### config.mk
export PLATFORM = sky130hd
export DESIGN_NAME = orm_core_regs
export DESIGN_NICKNAME = d
export VERILOG_FILES = /design/src/design/orm_pkg.sv /design/src/design/orm_core_regs.sv /design/src/design/orm_opdecode.sv /design/src/design/orm_regstore.sv
export VERILOG_INCLUDE_DIRS = /design/src /design/src/design
export SDC_FILE = /design/constraint.sdc
export NUM_CORES = 2
export LEC_CHECK = 0
export ABC_AREA = 1
export BUFFER_PORTS_ARGS = -buffer_cell sky130_fd_sc_hd__buf_2
export CORE_MARGIN = 4
export CORE_UTILIZATION = 41
export DETAILED_ROUTE_END_ITERATION = 6
export PLACE_DENSITY = 0.7
export SLEW_MARGIN = 10
export SYNTH_ARGS = -nofsm -noshare
export SYNTH_HDL_FRONTEND = slang
export SYNTH_SLANG_ARGS = --single-unit
export TNS_END_PERCENT = 100
### constraint.sdc
create_clock -name REF_CLK -period 20.9 [get_ports REF_CLK]
set_input_delay 1.045 -clock REF_CLK [delete_from_list [all_inputs] [get_ports REF_CLK]]
set_output_delay 1.045 -clock REF_CLK [all_outputs]
set_load 0.02 [all_outputs]
### src/design/orm_regs.svh
// register indices, lane masks, operation word fields and reset values
`ifndef ORM_REGS_SVH
`define ORM_REGS_SVH

`define ORM_ADDR_BASE		5'h08
`define ORM_USP_IDX		5'h0f
`define ORM_SSP_IDX		5'h10
`define ORM_SR_RESET		16'h0000
`define ORM_LANES_BYTE		3'h1
`define ORM_LANES_WORD		3'h3
`define ORM_LANES_LONG		3'h7
`define ORM_WORD_STEP		24'h000002
`define ORM_OPW_SIZE		7:6
`define ORM_OPW_IMPL_LONG	8
`define ORM_OPW_SRC_MODE	5:3
`define ORM_OPW_SRC_REG		2:0
`define ORM_OPW_DST_MODE	8:6
`define ORM_OPW_DST_REG		11:9
`define ORM_OPW_GROUP		15:14
`define ORM_GROUP_MOVE		2'h0
`define ORM_SIZE_IMPLICIT	2'h3
`define ORM_MODE_DISP		3'h5
`define ORM_MODE_INDEX		3'h6
`define ORM_MODE_SPECIAL	3'h7
`define ORM_REG_ABS_SHORT	3'h0
`define ORM_REG_ABS_LONG	3'h1
`define ORM_REG_PC_DISP		3'h2
`define ORM_REG_PC_INDEX	3'h3
`define ORM_REG_IMM		3'h4

`endif

### src/design/orm_pkg.sv
// types shared by the register file block
package orm_pkg;
	typedef enum logic [1:0] {
		SZ_BYTE = 2'b00,
		SZ_WORD = 2'b01,
		SZ_LONG = 2'b10
	} orm_size_t;

	typedef enum logic [3:0] {
		MK_PLAIN     = 4'b0000,
		MK_ADDR      = 4'b0001,
		MK_QUICK     = 4'b0010,
		MK_SR_READ   = 4'b0011,
		MK_SR_WRITE  = 4'b0100,
		MK_CCR_WRITE = 4'b0101,
		MK_USP_TO    = 4'b0110,
		MK_USP_FROM  = 4'b0111,
		MK_MULTI     = 4'b1000,
		MK_PERIPH    = 4'b1001
	} orm_kind_t;

	typedef enum logic [1:0] {
		ST_IDLE = 2'b00,
		ST_EXEC = 2'b01,
		ST_BUS  = 2'b10
	} orm_state_t;
endpackage

### src/design/orm_core_regs.sv
// register file, operand sizing and big-endian word transfers of the processor core
`include "orm_regs.svh"

module orm_core_regs
(
	input	wire logic			REF_CLK,
	input	wire logic			RST,
	input	wire logic			OPWORD_VALID,
	input	wire logic [15:0]		OPWORD,
	output	orm_pkg::orm_size_t		OP_SIZE,
	output	logic [2:0]			OP_LENGTH,
	output	logic				OP_PCREL,
	input	wire logic			CMD_VALID,
	input	wire orm_pkg::orm_kind_t	CMD_KIND,
	input	wire orm_pkg::orm_size_t	CMD_SIZE,
	input	wire logic [4:0]		CMD_SRC,
	input	wire logic [4:0]		CMD_DST,
	input	wire logic			CMD_MEM,
	input	wire logic			CMD_TO_MEM,
	input	wire logic			CMD_PCREL,
	input	wire logic [23:0]		CMD_ADDR,
	input	wire logic [7:0]		CMD_IMM,
	input	wire logic [16:0]		CMD_MASK,
	output	logic				CMD_READY,
	output	logic				CMD_DONE,
	output	logic				ADDR_ERROR,
	output	logic				SIZE_ERROR,
	output	logic				BUS_REQ,
	output	logic				BUS_WRITE,
	output	logic				BUS_PROG,
	output	logic				BUS_UPPER,
	output	logic				BUS_LOWER,
	output	logic [23:0]			BUS_ADDR,
	output	logic [15:0]			BUS_WDATA,
	input	wire logic			BUS_ACK,
	input	wire logic [15:0]		BUS_RDATA,
	output	logic [15:0]			STATUS_WORD,
	output	logic [31:0]			RESULT
);
	import orm_pkg::*;

	typedef struct packed {
		orm_state_t	state;
		orm_kind_t	kind;
		orm_size_t	size;
		logic [4:0]	dst;
		logic [4:0]	cur;
		logic		to_mem;
		logic		pcrel;
		logic [16:0]	mask;
		logic [23:0]	addr;
		logic [31:0]	data;
		logic [1:0]	left;
		logic		ready;
		logic		done;
		logic		aerr;
		logic		serr;
		logic		breq;
		logic		bwr;
		logic		bprog;
		logic		bup;
		logic		blo;
		logic [23:0]	baddr;
		logic [15:0]	bwd;
		logic [15:0]	sr;
		logic [31:0]	result;
		orm_size_t	op_size;
		logic [2:0]	op_len;
		logic		op_pcrel;
	} orm_top_t;

	orm_top_t	s;
	orm_top_t	next_s;
	logic [31:0]	rd_data;
	logic		wb;
	logic [4:0]	wb_sel;
	orm_size_t	wb_size;
	logic [31:0]	wb_val;
	logic		wr_en;
	logic [2:0]	wr_lanes;
	logic [31:0]	wr_data;
	orm_size_t	dec_size;
	logic [2:0]	dec_len;
	logic		dec_pcrel;
	logic		cmd_mem;
	logic		odd;
	logic		bad;

	function automatic logic is_addr(input logic [4:0] sel);
		is_addr = sel >= `ORM_ADDR_BASE;
	endfunction

	// sized view of a register as a source
	function automatic logic [31:0] operand(input logic [4:0] sel, input orm_size_t sz,
		input logic [31:0] v);
		if (is_addr(sel))
			operand = (sz == SZ_LONG) ? v : {16'h0, v[15:0]};
		else if (sz == SZ_BYTE)
			operand = {24'h0, v[7:0]};
		else if (sz == SZ_WORD)
			operand = {16'h0, v[15:0]};
		else
			operand = v;
	endfunction

	function automatic logic [2:0] lanes_for(input logic [4:0] sel, input orm_size_t sz);
		if (is_addr(sel) || sz == SZ_LONG)
			lanes_for = `ORM_LANES_LONG;
		else if (sz == SZ_WORD)
			lanes_for = `ORM_LANES_WORD;
		else
			lanes_for = `ORM_LANES_BYTE;
	endfunction

	function automatic logic [4:0] first_bit(input logic [16:0] m);
		first_bit = 5'h00;
		for (int i = 16; i >= 0; i--)
		begin
			if (m[i])
				first_bit = 5'(i);
		end
	endfunction

	function automatic logic [1:0] first_left(input orm_kind_t k, input orm_size_t sz);
		if (k == MK_PERIPH)
			first_left = (sz == SZ_LONG) ? 2'h3 : 2'h1;
		else
			first_left = (sz == SZ_LONG) ? 2'h1 : 2'h0;
	endfunction

	// start one bus cycle for the current word or byte
	function automatic orm_top_t launch(input orm_top_t t);
		logic lane;
		lane = (t.size == SZ_BYTE) || (t.kind == MK_PERIPH);
		t.state = ST_BUS;
		t.breq = 1'b1;
		t.bwr = t.to_mem;
		t.bprog = !t.to_mem && t.pcrel;
		t.baddr = t.addr;
		t.bup = !lane || !t.addr[0];
		t.blo = !lane || t.addr[0];
		if (t.kind == MK_PERIPH)
			t.bwd = {2{t.data[{t.left, 3'b000} +: 8]}};
		else if (t.size == SZ_BYTE)
			t.bwd = {2{t.data[7:0]}};
		else
			t.bwd = t.left[0] ? t.data[31:16] : t.data[15:0];
		return t;
	endfunction

	orm_opdecode u_dec
	(
		.opword	(OPWORD),
		.size	(dec_size),
		.length	(dec_len),
		.pcrel	(dec_pcrel)
	);

	orm_regstore u_store
	(
		.clk		(REF_CLK),
		.rst		(RST),
		.rd_sel		(next_s.cur),
		.wr_en		(wr_en),
		.wr_sel		(wb_sel),
		.wr_lanes	(wr_lanes),
		.wr_data	(wr_data),
		.rd_data	(rd_data)
	);

	always_comb
	begin
		next_s = s;
		next_s.done = 1'b0;
		next_s.aerr = 1'b0;
		next_s.serr = 1'b0;
		wb = 1'b0;
		wb_sel = s.dst;
		wb_size = s.size;
		wb_val = 32'h0;
		cmd_mem = CMD_MEM || CMD_KIND == MK_MULTI || CMD_KIND == MK_PERIPH;
		odd = CMD_ADDR[0] && (CMD_KIND == MK_MULTI ||
			(cmd_mem && CMD_KIND != MK_PERIPH && CMD_SIZE != SZ_BYTE));
		bad = !(CMD_SIZE inside {SZ_BYTE, SZ_WORD, SZ_LONG}) || CMD_SRC > `ORM_SSP_IDX ||
			CMD_DST > `ORM_SSP_IDX || (CMD_KIND == MK_ADDR && !is_addr(CMD_DST)) ||
			(CMD_SIZE == SZ_BYTE && (CMD_KIND == MK_ADDR || CMD_KIND == MK_MULTI ||
			(is_addr(CMD_SRC) && !(cmd_mem && !CMD_TO_MEM)) ||
			(is_addr(CMD_DST) && !(cmd_mem && CMD_TO_MEM))));
		if (OPWORD_VALID)
		begin
			next_s.op_size = dec_size;
			next_s.op_len = dec_len;
			next_s.op_pcrel = dec_pcrel;
		end
		unique case (s.state)
			ST_IDLE:
			begin
				if (CMD_VALID && s.ready)
				begin
					next_s.kind = CMD_KIND;
					next_s.size = CMD_SIZE;
					next_s.addr = CMD_ADDR;
					next_s.pcrel = CMD_PCREL;
					next_s.to_mem = CMD_TO_MEM && cmd_mem;
					next_s.data = 32'h0;
					next_s.cur = (CMD_KIND == MK_USP_FROM) ? `ORM_USP_IDX : CMD_SRC;
					next_s.dst = (CMD_KIND == MK_USP_TO) ? `ORM_USP_IDX : CMD_DST;
					if (CMD_KIND == MK_USP_TO || CMD_KIND == MK_USP_FROM)
						next_s.size = SZ_LONG;
					next_s.left = first_left(CMD_KIND, next_s.size);
					if (odd)
					begin
						next_s.aerr = 1'b1;
						next_s.done = 1'b1;
					end
					else if (bad)
					begin
						next_s.serr = 1'b1;
						next_s.done = 1'b1;
					end
					else
					begin
						unique case (CMD_KIND)
							MK_QUICK:
							begin
								wb = 1'b1;
								wb_sel = CMD_DST;
								wb_size = SZ_LONG;
								wb_val = {{24{CMD_IMM[7]}}, CMD_IMM};
								next_s.done = 1'b1;
							end
							MK_SR_READ:
							begin
								wb = 1'b1;
								wb_sel = CMD_DST;
								wb_size = SZ_WORD;
								wb_val = {16'h0, s.sr};
								next_s.done = 1'b1;
							end
							MK_MULTI:
							begin
								next_s.mask = CMD_MASK;
								next_s.cur = first_bit(CMD_MASK);
								if (CMD_MASK == 17'h0)
									next_s.done = 1'b1;
								else if (next_s.to_mem)
									next_s.state = ST_EXEC;
								else
									next_s = launch(next_s);
							end
							MK_PLAIN, MK_ADDR, MK_SR_WRITE, MK_CCR_WRITE, MK_USP_TO,
							MK_USP_FROM, MK_PERIPH:
							begin
								if (cmd_mem && !next_s.to_mem)
									next_s = launch(next_s);
								else
									next_s.state = ST_EXEC;
							end
							default:
							begin
								next_s.serr = 1'b1;
								next_s.done = 1'b1;
							end
						endcase
					end
				end
			end
			ST_EXEC:
			begin
				if (s.kind == MK_SR_WRITE)
				begin
					next_s.sr = rd_data[15:0];
					next_s.done = 1'b1;
					next_s.state = ST_IDLE;
				end
				else if (s.kind == MK_CCR_WRITE)
				begin
					next_s.sr[7:0] = rd_data[7:0];
					next_s.done = 1'b1;
					next_s.state = ST_IDLE;
				end
				else if (s.to_mem)
				begin
					next_s.data = (s.kind == MK_MULTI) ? rd_data : operand(s.cur, s.size, rd_data);
					next_s = launch(next_s);
				end
				else
				begin
					wb = 1'b1;
					wb_val = operand(s.cur, s.size, rd_data);
					next_s.done = 1'b1;
					next_s.state = ST_IDLE;
				end
			end
			ST_BUS:
			begin
				if (BUS_ACK)
				begin
					next_s.breq = 1'b0;
					next_s.addr = s.addr + `ORM_WORD_STEP;
					if (!s.bwr && (s.bup ^ s.blo))
						next_s.data = {s.data[23:0], s.blo ? BUS_RDATA[7:0] : BUS_RDATA[15:8]};
					else if (!s.bwr)
						next_s.data = {s.data[15:0], BUS_RDATA};
					if (s.left != 2'h0)
					begin
						next_s.left = s.left - 2'h1;
						next_s = launch(next_s);
					end
					else if (s.kind == MK_MULTI)
					begin
						if (!s.to_mem)
						begin
							wb = 1'b1;
							wb_sel = s.cur;
							wb_size = SZ_LONG;
							wb_val = (s.size == SZ_LONG) ? next_s.data :
								{{16{next_s.data[15]}}, next_s.data[15:0]};
						end
						next_s.mask[s.cur] = 1'b0;
						next_s.cur = first_bit(next_s.mask);
						next_s.left = first_left(s.kind, s.size);
						next_s.state = ST_IDLE;
						if (next_s.mask == 17'h0)
							next_s.done = 1'b1;
						else if (s.to_mem)
							next_s.state = ST_EXEC;
						else
							next_s = launch(next_s);
					end
					else
					begin
						wb = !s.to_mem;
						wb_val = next_s.data;
						next_s.done = 1'b1;
						next_s.state = ST_IDLE;
					end
				end
			end
			default:
				next_s.state = ST_IDLE;
		endcase
		// address destinations take sign-extended word results in full
		wr_en = wb;
		wr_lanes = lanes_for(wb_sel, wb_size);
		if (is_addr(wb_sel) && wb_size != SZ_LONG)
			wr_data = {{16{wb_val[15]}}, wb_val[15:0]};
		else
			wr_data = wb_val;
		if (wb)
			next_s.result = wr_data;
		next_s.ready = next_s.state == ST_IDLE;
	end

	always_ff @(posedge REF_CLK or posedge RST)
	begin
		if (RST)
		begin
			s <= '0;
			s.sr <= `ORM_SR_RESET;
		end
		else
			s <= next_s;
	end

	assign OP_SIZE = s.op_size;
	assign OP_LENGTH = s.op_len;
	assign OP_PCREL = s.op_pcrel;
	assign CMD_READY = s.ready;
	assign CMD_DONE = s.done;
	assign ADDR_ERROR = s.aerr;
	assign SIZE_ERROR = s.serr;
	assign BUS_REQ = s.breq;
	assign BUS_WRITE = s.bwr;
	assign BUS_PROG = s.bprog;
	assign BUS_UPPER = s.bup;
	assign BUS_LOWER = s.blo;
	assign BUS_ADDR = s.baddr;
	assign BUS_WDATA = s.bwd;
	assign STATUS_WORD = s.sr;
	assign RESULT = s.result;
endmodule

### src/design/orm_opdecode.sv
// operation word decode: operand size, instruction length, program-relative source
`include "orm_regs.svh"

module orm_opdecode
(
	input	wire logic [15:0]		opword,
	output	orm_pkg::orm_size_t		size,
	output	logic [2:0]			length,
	output	logic				pcrel
);
	import orm_pkg::*;

	logic [1:0]	src_ext;
	logic [1:0]	dst_ext;

	function automatic logic [1:0] ext_words(input logic [2:0] mode, input logic [2:0] rg,
		input orm_size_t sz);
		ext_words = 2'h0;
		if (mode == `ORM_MODE_DISP || mode == `ORM_MODE_INDEX)
			ext_words = 2'h1;
		else if (mode == `ORM_MODE_SPECIAL)
		begin
			unique case (rg)
				`ORM_REG_ABS_SHORT, `ORM_REG_PC_DISP, `ORM_REG_PC_INDEX: ext_words = 2'h1;
				`ORM_REG_ABS_LONG: ext_words = 2'h2;
				`ORM_REG_IMM: ext_words = (sz == SZ_LONG) ? 2'h2 : 2'h1;
				default: ext_words = 2'h0;
			endcase
		end
	endfunction

	always_comb
	begin
		// explicit size field, else implied by the operation (word or long only)
		if (opword[`ORM_OPW_SIZE] == `ORM_SIZE_IMPLICIT)
			size = opword[`ORM_OPW_IMPL_LONG] ? SZ_LONG : SZ_WORD;
		else
			size = orm_size_t'(opword[`ORM_OPW_SIZE]);
		src_ext = ext_words(opword[`ORM_OPW_SRC_MODE], opword[`ORM_OPW_SRC_REG], size);
		dst_ext = 2'h0;
		if (opword[`ORM_OPW_GROUP] == `ORM_GROUP_MOVE)
			dst_ext = ext_words(opword[`ORM_OPW_DST_MODE], opword[`ORM_OPW_DST_REG], size);
		length = 3'h1 + {1'b0, src_ext} + {1'b0, dst_ext};
		pcrel = opword[`ORM_OPW_SRC_MODE] == `ORM_MODE_SPECIAL &&
			(opword[`ORM_OPW_SRC_REG] == `ORM_REG_PC_DISP ||
			opword[`ORM_OPW_SRC_REG] == `ORM_REG_PC_INDEX);
	end
endmodule

### src/design/orm_regstore.sv
// seventeen 32-bit registers with lane write enables and registered read
`include "orm_regs.svh"

module orm_regstore
(
	input	wire logic		clk,
	input	wire logic		rst,
	input	wire logic [4:0]	rd_sel,
	input	wire logic		wr_en,
	input	wire logic [4:0]	wr_sel,
	input	wire logic [2:0]	wr_lanes,
	input	wire logic [31:0]	wr_data,
	output	logic [31:0]		rd_data
);
	typedef struct packed {
		logic [16:0][31:0]	regs;
		logic [31:0]		rd_data;
	} orm_store_t;

	orm_store_t	s;
	orm_store_t	next_s;
	logic [15:0]	upper_sel;

	always_comb
	begin
		next_s = s;
		for (int i = 0; i < 17; i++)
		begin
			if (wr_en && wr_sel == 5'(i))
			begin
				// unselected lanes keep their value
				if (wr_lanes[0])
					next_s.regs[i][7:0] = wr_data[7:0];
				if (wr_lanes[1])
					next_s.regs[i][15:8] = wr_data[15:8];
				if (wr_lanes[2])
					next_s.regs[i][31:16] = wr_data[31:16];
			end
		end
		next_s.rd_data = (rd_sel <= `ORM_SSP_IDX) ? s.regs[rd_sel] : 32'h0;
	end

	always_ff @(posedge clk or posedge rst)
	begin
		if (rst)
			s <= '0;
		else
			s <= next_s;
	end

	assign rd_data = s.rd_data;
	assign upper_sel = (wr_sel <= `ORM_SSP_IDX) ? s.regs[wr_sel][31:16] : 16'h0;
endmodule

==> flow_summary.ini <==
[status]
status = finished, final reports clean

[grt]
track_usage = 0.254
antenna_found_initial = 3
grt_pass1_vias = 35500
grt_pass1_wl_microns = 211000
overflow = 0
grt_max_degree = 188

[synthesis]
ys_ff_latch = 774
synth_enable_flop_cells = 0
ys_types = 61
synth.area.top_cells = dfrtp_1, nand2_1, o21ai_0
ys_async_sr_fraction = 1.00
avgSynthCellArea_sq_um = 7.73
syn_nets = 5383
synth-warning-count = 0
yosysTopAreaCellShare = 0.475
yosys.area.top_type = dfrtp_1
synth_cells = 5274
synthFlopType = dfrtp_1
yosysSeqAreaShare = 0.475
syn_area_sq_um = 40800

[worst_setup_path]
critPathCaptureType = register
crit_path_max_fanout = 79
reg2regPathDepth = 17
worst_ep_arrival_time_ns = 7.20
required_ns = 21.47
start_kind = register
critical_path_class = register to register

[clocking]
post_cts_buffers = 0
numClockSinks = 774
numCtsBuffers = 84
clockBufferDepth = 3
insertion_delay_ns = 0.65
ctsRootBufferMaster = clkbuf_16
cts_tree = built
cts.hold.buffers_added = 0
htreeDepth = 3
cts_resized = 0
clk_pin_slew_ns = 0.06

[floorplan]
core_sq_um = 98600
die_h_microns = 323
rows = 115
die_area_sq_um = 105000
die_w_microns = 323
initial_core_util = 0.413
pin_count = 208

[timing]
hold_viol_final = 0
finalWorstSetupSlack_ns = 14.28
drv_slew = 0
setup_viol_count_final = 0
rsz0062_at_grt = false
setup_tns_ns = 0
skew_ns = 0.0296
period_needed_ns = 6.62
tightestPinTransition_ns = 1.21
relSlewSlack = 0.182
fmax_ghz = 0.151
fin_crit_sh = 0.317

[power]
p_per_area_nw_per_um2 = 129
pwr-share-seq = 0.317
p_comb_frac = 0.421
power_leakage_nw = 19.8
clkPwrFrac = 0.262
p_sw_mw = 2.58
switching_share = 0.449
intPower_mw = 3.17
worst_ir_drop_vdd_uv = 82.5

[final_layout]
multi_input_area_sq_um = 17800
seqCellArea_sq_um = 19400
drive_gt1_frac = 0.0985
area_delta_synth_final_pct = 9.23
nets = 5250
fill_cells = 9781
fin_util = 0.452

[route]
wl_per_cell_microns = 20.9
drt_iter0_drc = 4708
dr_total_vias = 38200
dr.pass1.iters = 6
viasPerCell = 5.87
routed_wl_microns = 136000
final_antenna_net_count = 0
remaining_drc_errors = 0

[placed_design]
post-place-ws_ns = 14.58
place_hpwl_microns = 85400
gp_congestion = 0.984
io_buffers = 205

[min_path]
min_path_cells = 2
hp-class = register to register

[run]
drv_cap = 0
## routing by layer
metal | vias up | global-route usage | wire, microns
li1 | 17700 | - | -
met1 | 18400 | 0.360 | 57400
met2 | 1852 | 0.392 | 60200
met3 | 276 | 0.0484 | 13000
met4 | 2 | 0.0896 | 4960
met5 | - | 0 | 12
## layout make-up
| type | count | area share |
|---|---|---|
| antenna | 5 | 0.000281 |
| clock buffer | 127 | 0.0558 |
| clock inverter | 27 | 0.00734 |
| inverter | 332 | 0.0282 |
| multi-input combinational | 3671 | 0.401 |
| sequential | 774 | 0.435 |
| tap | 1287 | 0.0362 |
| timing repair buffer | 278 | 0.0364 |
## worst paths after layout
| check | start | endpoint | slack (ns) |
|---|---|---|---|
| worst max register to register | s[104]$_DFFE_PP0P_ | u_store.rd_data[1]$_DFF_PP0_ | 14.28 |
| worst min-delay path | u_store.s[559]$_DFFE_PP0P_ | u_store.rd_data[15]$_DFF_PP0_ | 0.46 |
| worst max-delay path | s[104]$_DFFE_PP0P_ | u_store.rd_data[1]$_DFF_PP0_ | 14.28 |
| min in group asynchronous | RST | BUS_ADDR[20]$_DFFE_PP0P_ | 0.55 |
| worst min register to register | u_store.s[559]$_DFFE_PP0P_ | u_store.rd_data[15]$_DFF_PP0_ | 0.46 |
| max in group asynchronous | RST | u_store.s[182]$_DFFE_PP0P_ | 16.74 |
## per-stage QoR
step	total power [mW]	hold slack [ns]	cells	area [sq um]
global placement	4.17	0.460	6341	41700
finish	5.75	0.462	6501	44500
detailed placement	4.19	0.462	6341	41700
global route	6.06	0.479	6498	44500
floorplan	3.44	0.448	5274	40800
CTS	5.71	0.469	6495	44500
## cell usage after synthesis, types with 90 or more instances
library cell / n
nand2_1: 1346
dfrtp_1: 774
o21ai_0: 711
nand3_1: 576
inv_1: 299
clkbuf_1: 282
nand4_1: 261
nor2_1: 166
a21oi_1: 140
o21ai_1: 127
buf_4: 94
buf_2: 90
## cell families (layout without fill, tap and decap cells)
group                      count (synthesis)  after routing  share of synthesized area
other                                      0              5                          0
adders and majority gates                  4              4                    0.00141
muxes                                      2              2                   0.000491
DFF                                      774            774                      0.475
buffers and inverters                    829            764                     0.0893
and+or+nand+nor                         2430           2430                      0.265
AOI/OAI and AO/OA                       1235           1235                      0.169
## layout by cell type (no fill, tap or decap), types with 18 or more instances in the layout
cell type  netlist  final
a21oi_1        140    140
a31oi_1         18     18
a32oi_1         20     20
buf_2           90    205
buf_4           94     69
clkbuf_1       282     22
clkbuf_16        0     85
clkbuf_8         0     20
dfrtp_1        774    773
inv_1          299    295
inv_2           28     29
nand2_1       1346   1339
nand3_1        576    574
nand4_1        261    261
nor2_1         166    164
nor3_1          23     23
o211ai_1        48     48
o21ai_0        711    711
o21ai_1        127    127
o221ai_1        56     56
o22ai_1         57     57
## sequential cells by signal (all words and copies together) (netlist names)
| name | cells |
|---|---|
| ADDR_ERROR | 1 |
| BUS_ADDR | 24 |
| BUS_LOWER | 1 |
| BUS_PROG | 1 |
| BUS_REQ | 1 |
| BUS_UPPER | 1 |
| BUS_WDATA | 16 |
| BUS_WRITE | 1 |
| CMD_DONE | 1 |
| CMD_READY | 1 |
| OP_LENGTH | 3 |
| OP_PCREL | 1 |
| OP_SIZE | 2 |
| RESULT | 32 |
| SIZE_ERROR | 1 |
| STATUS_WORD | 16 |
| s | 95 |
| u_store.rd_data | 32 |
| u_store.s | 544 |
## critical path: stages, from the launching register on
cell and delay (ns):
dfrtp_1 0.76, inv_1 0.43, ha_1 0.52, nand2_1 0.20, nor2_2 0.06, inv_2 0.18, nor2_1 0.15, nor2_1 0.35
nand2_4 0.47, nand3_4 0.94, buf_4 0.74, buf_4 0.71, nand2_1 0.13, nand3_1 0.12, nand3_1 0.11, nand3_1 0.22
nand3_1 0.19, nand2_1 0.12
## power by group through the flow
| stage | combinational [mW] | sequential, mW | clock (mW) |
|---|---|---|---|
| after CTS | 2.36 | 1.82 | 1.53 |
| after global routing | 2.63 | 1.84 | 1.59 |
| after floorplan | 1.63 | 1.80 | 0 |
| after global placement | 2.34 | 1.84 | 0 |
| after detailed placement | 2.35 | 1.84 | 0 |
| final | 2.42 | 1.82 | 1.51 |
No activity file was read; power rests on OpenSTA's default activity.
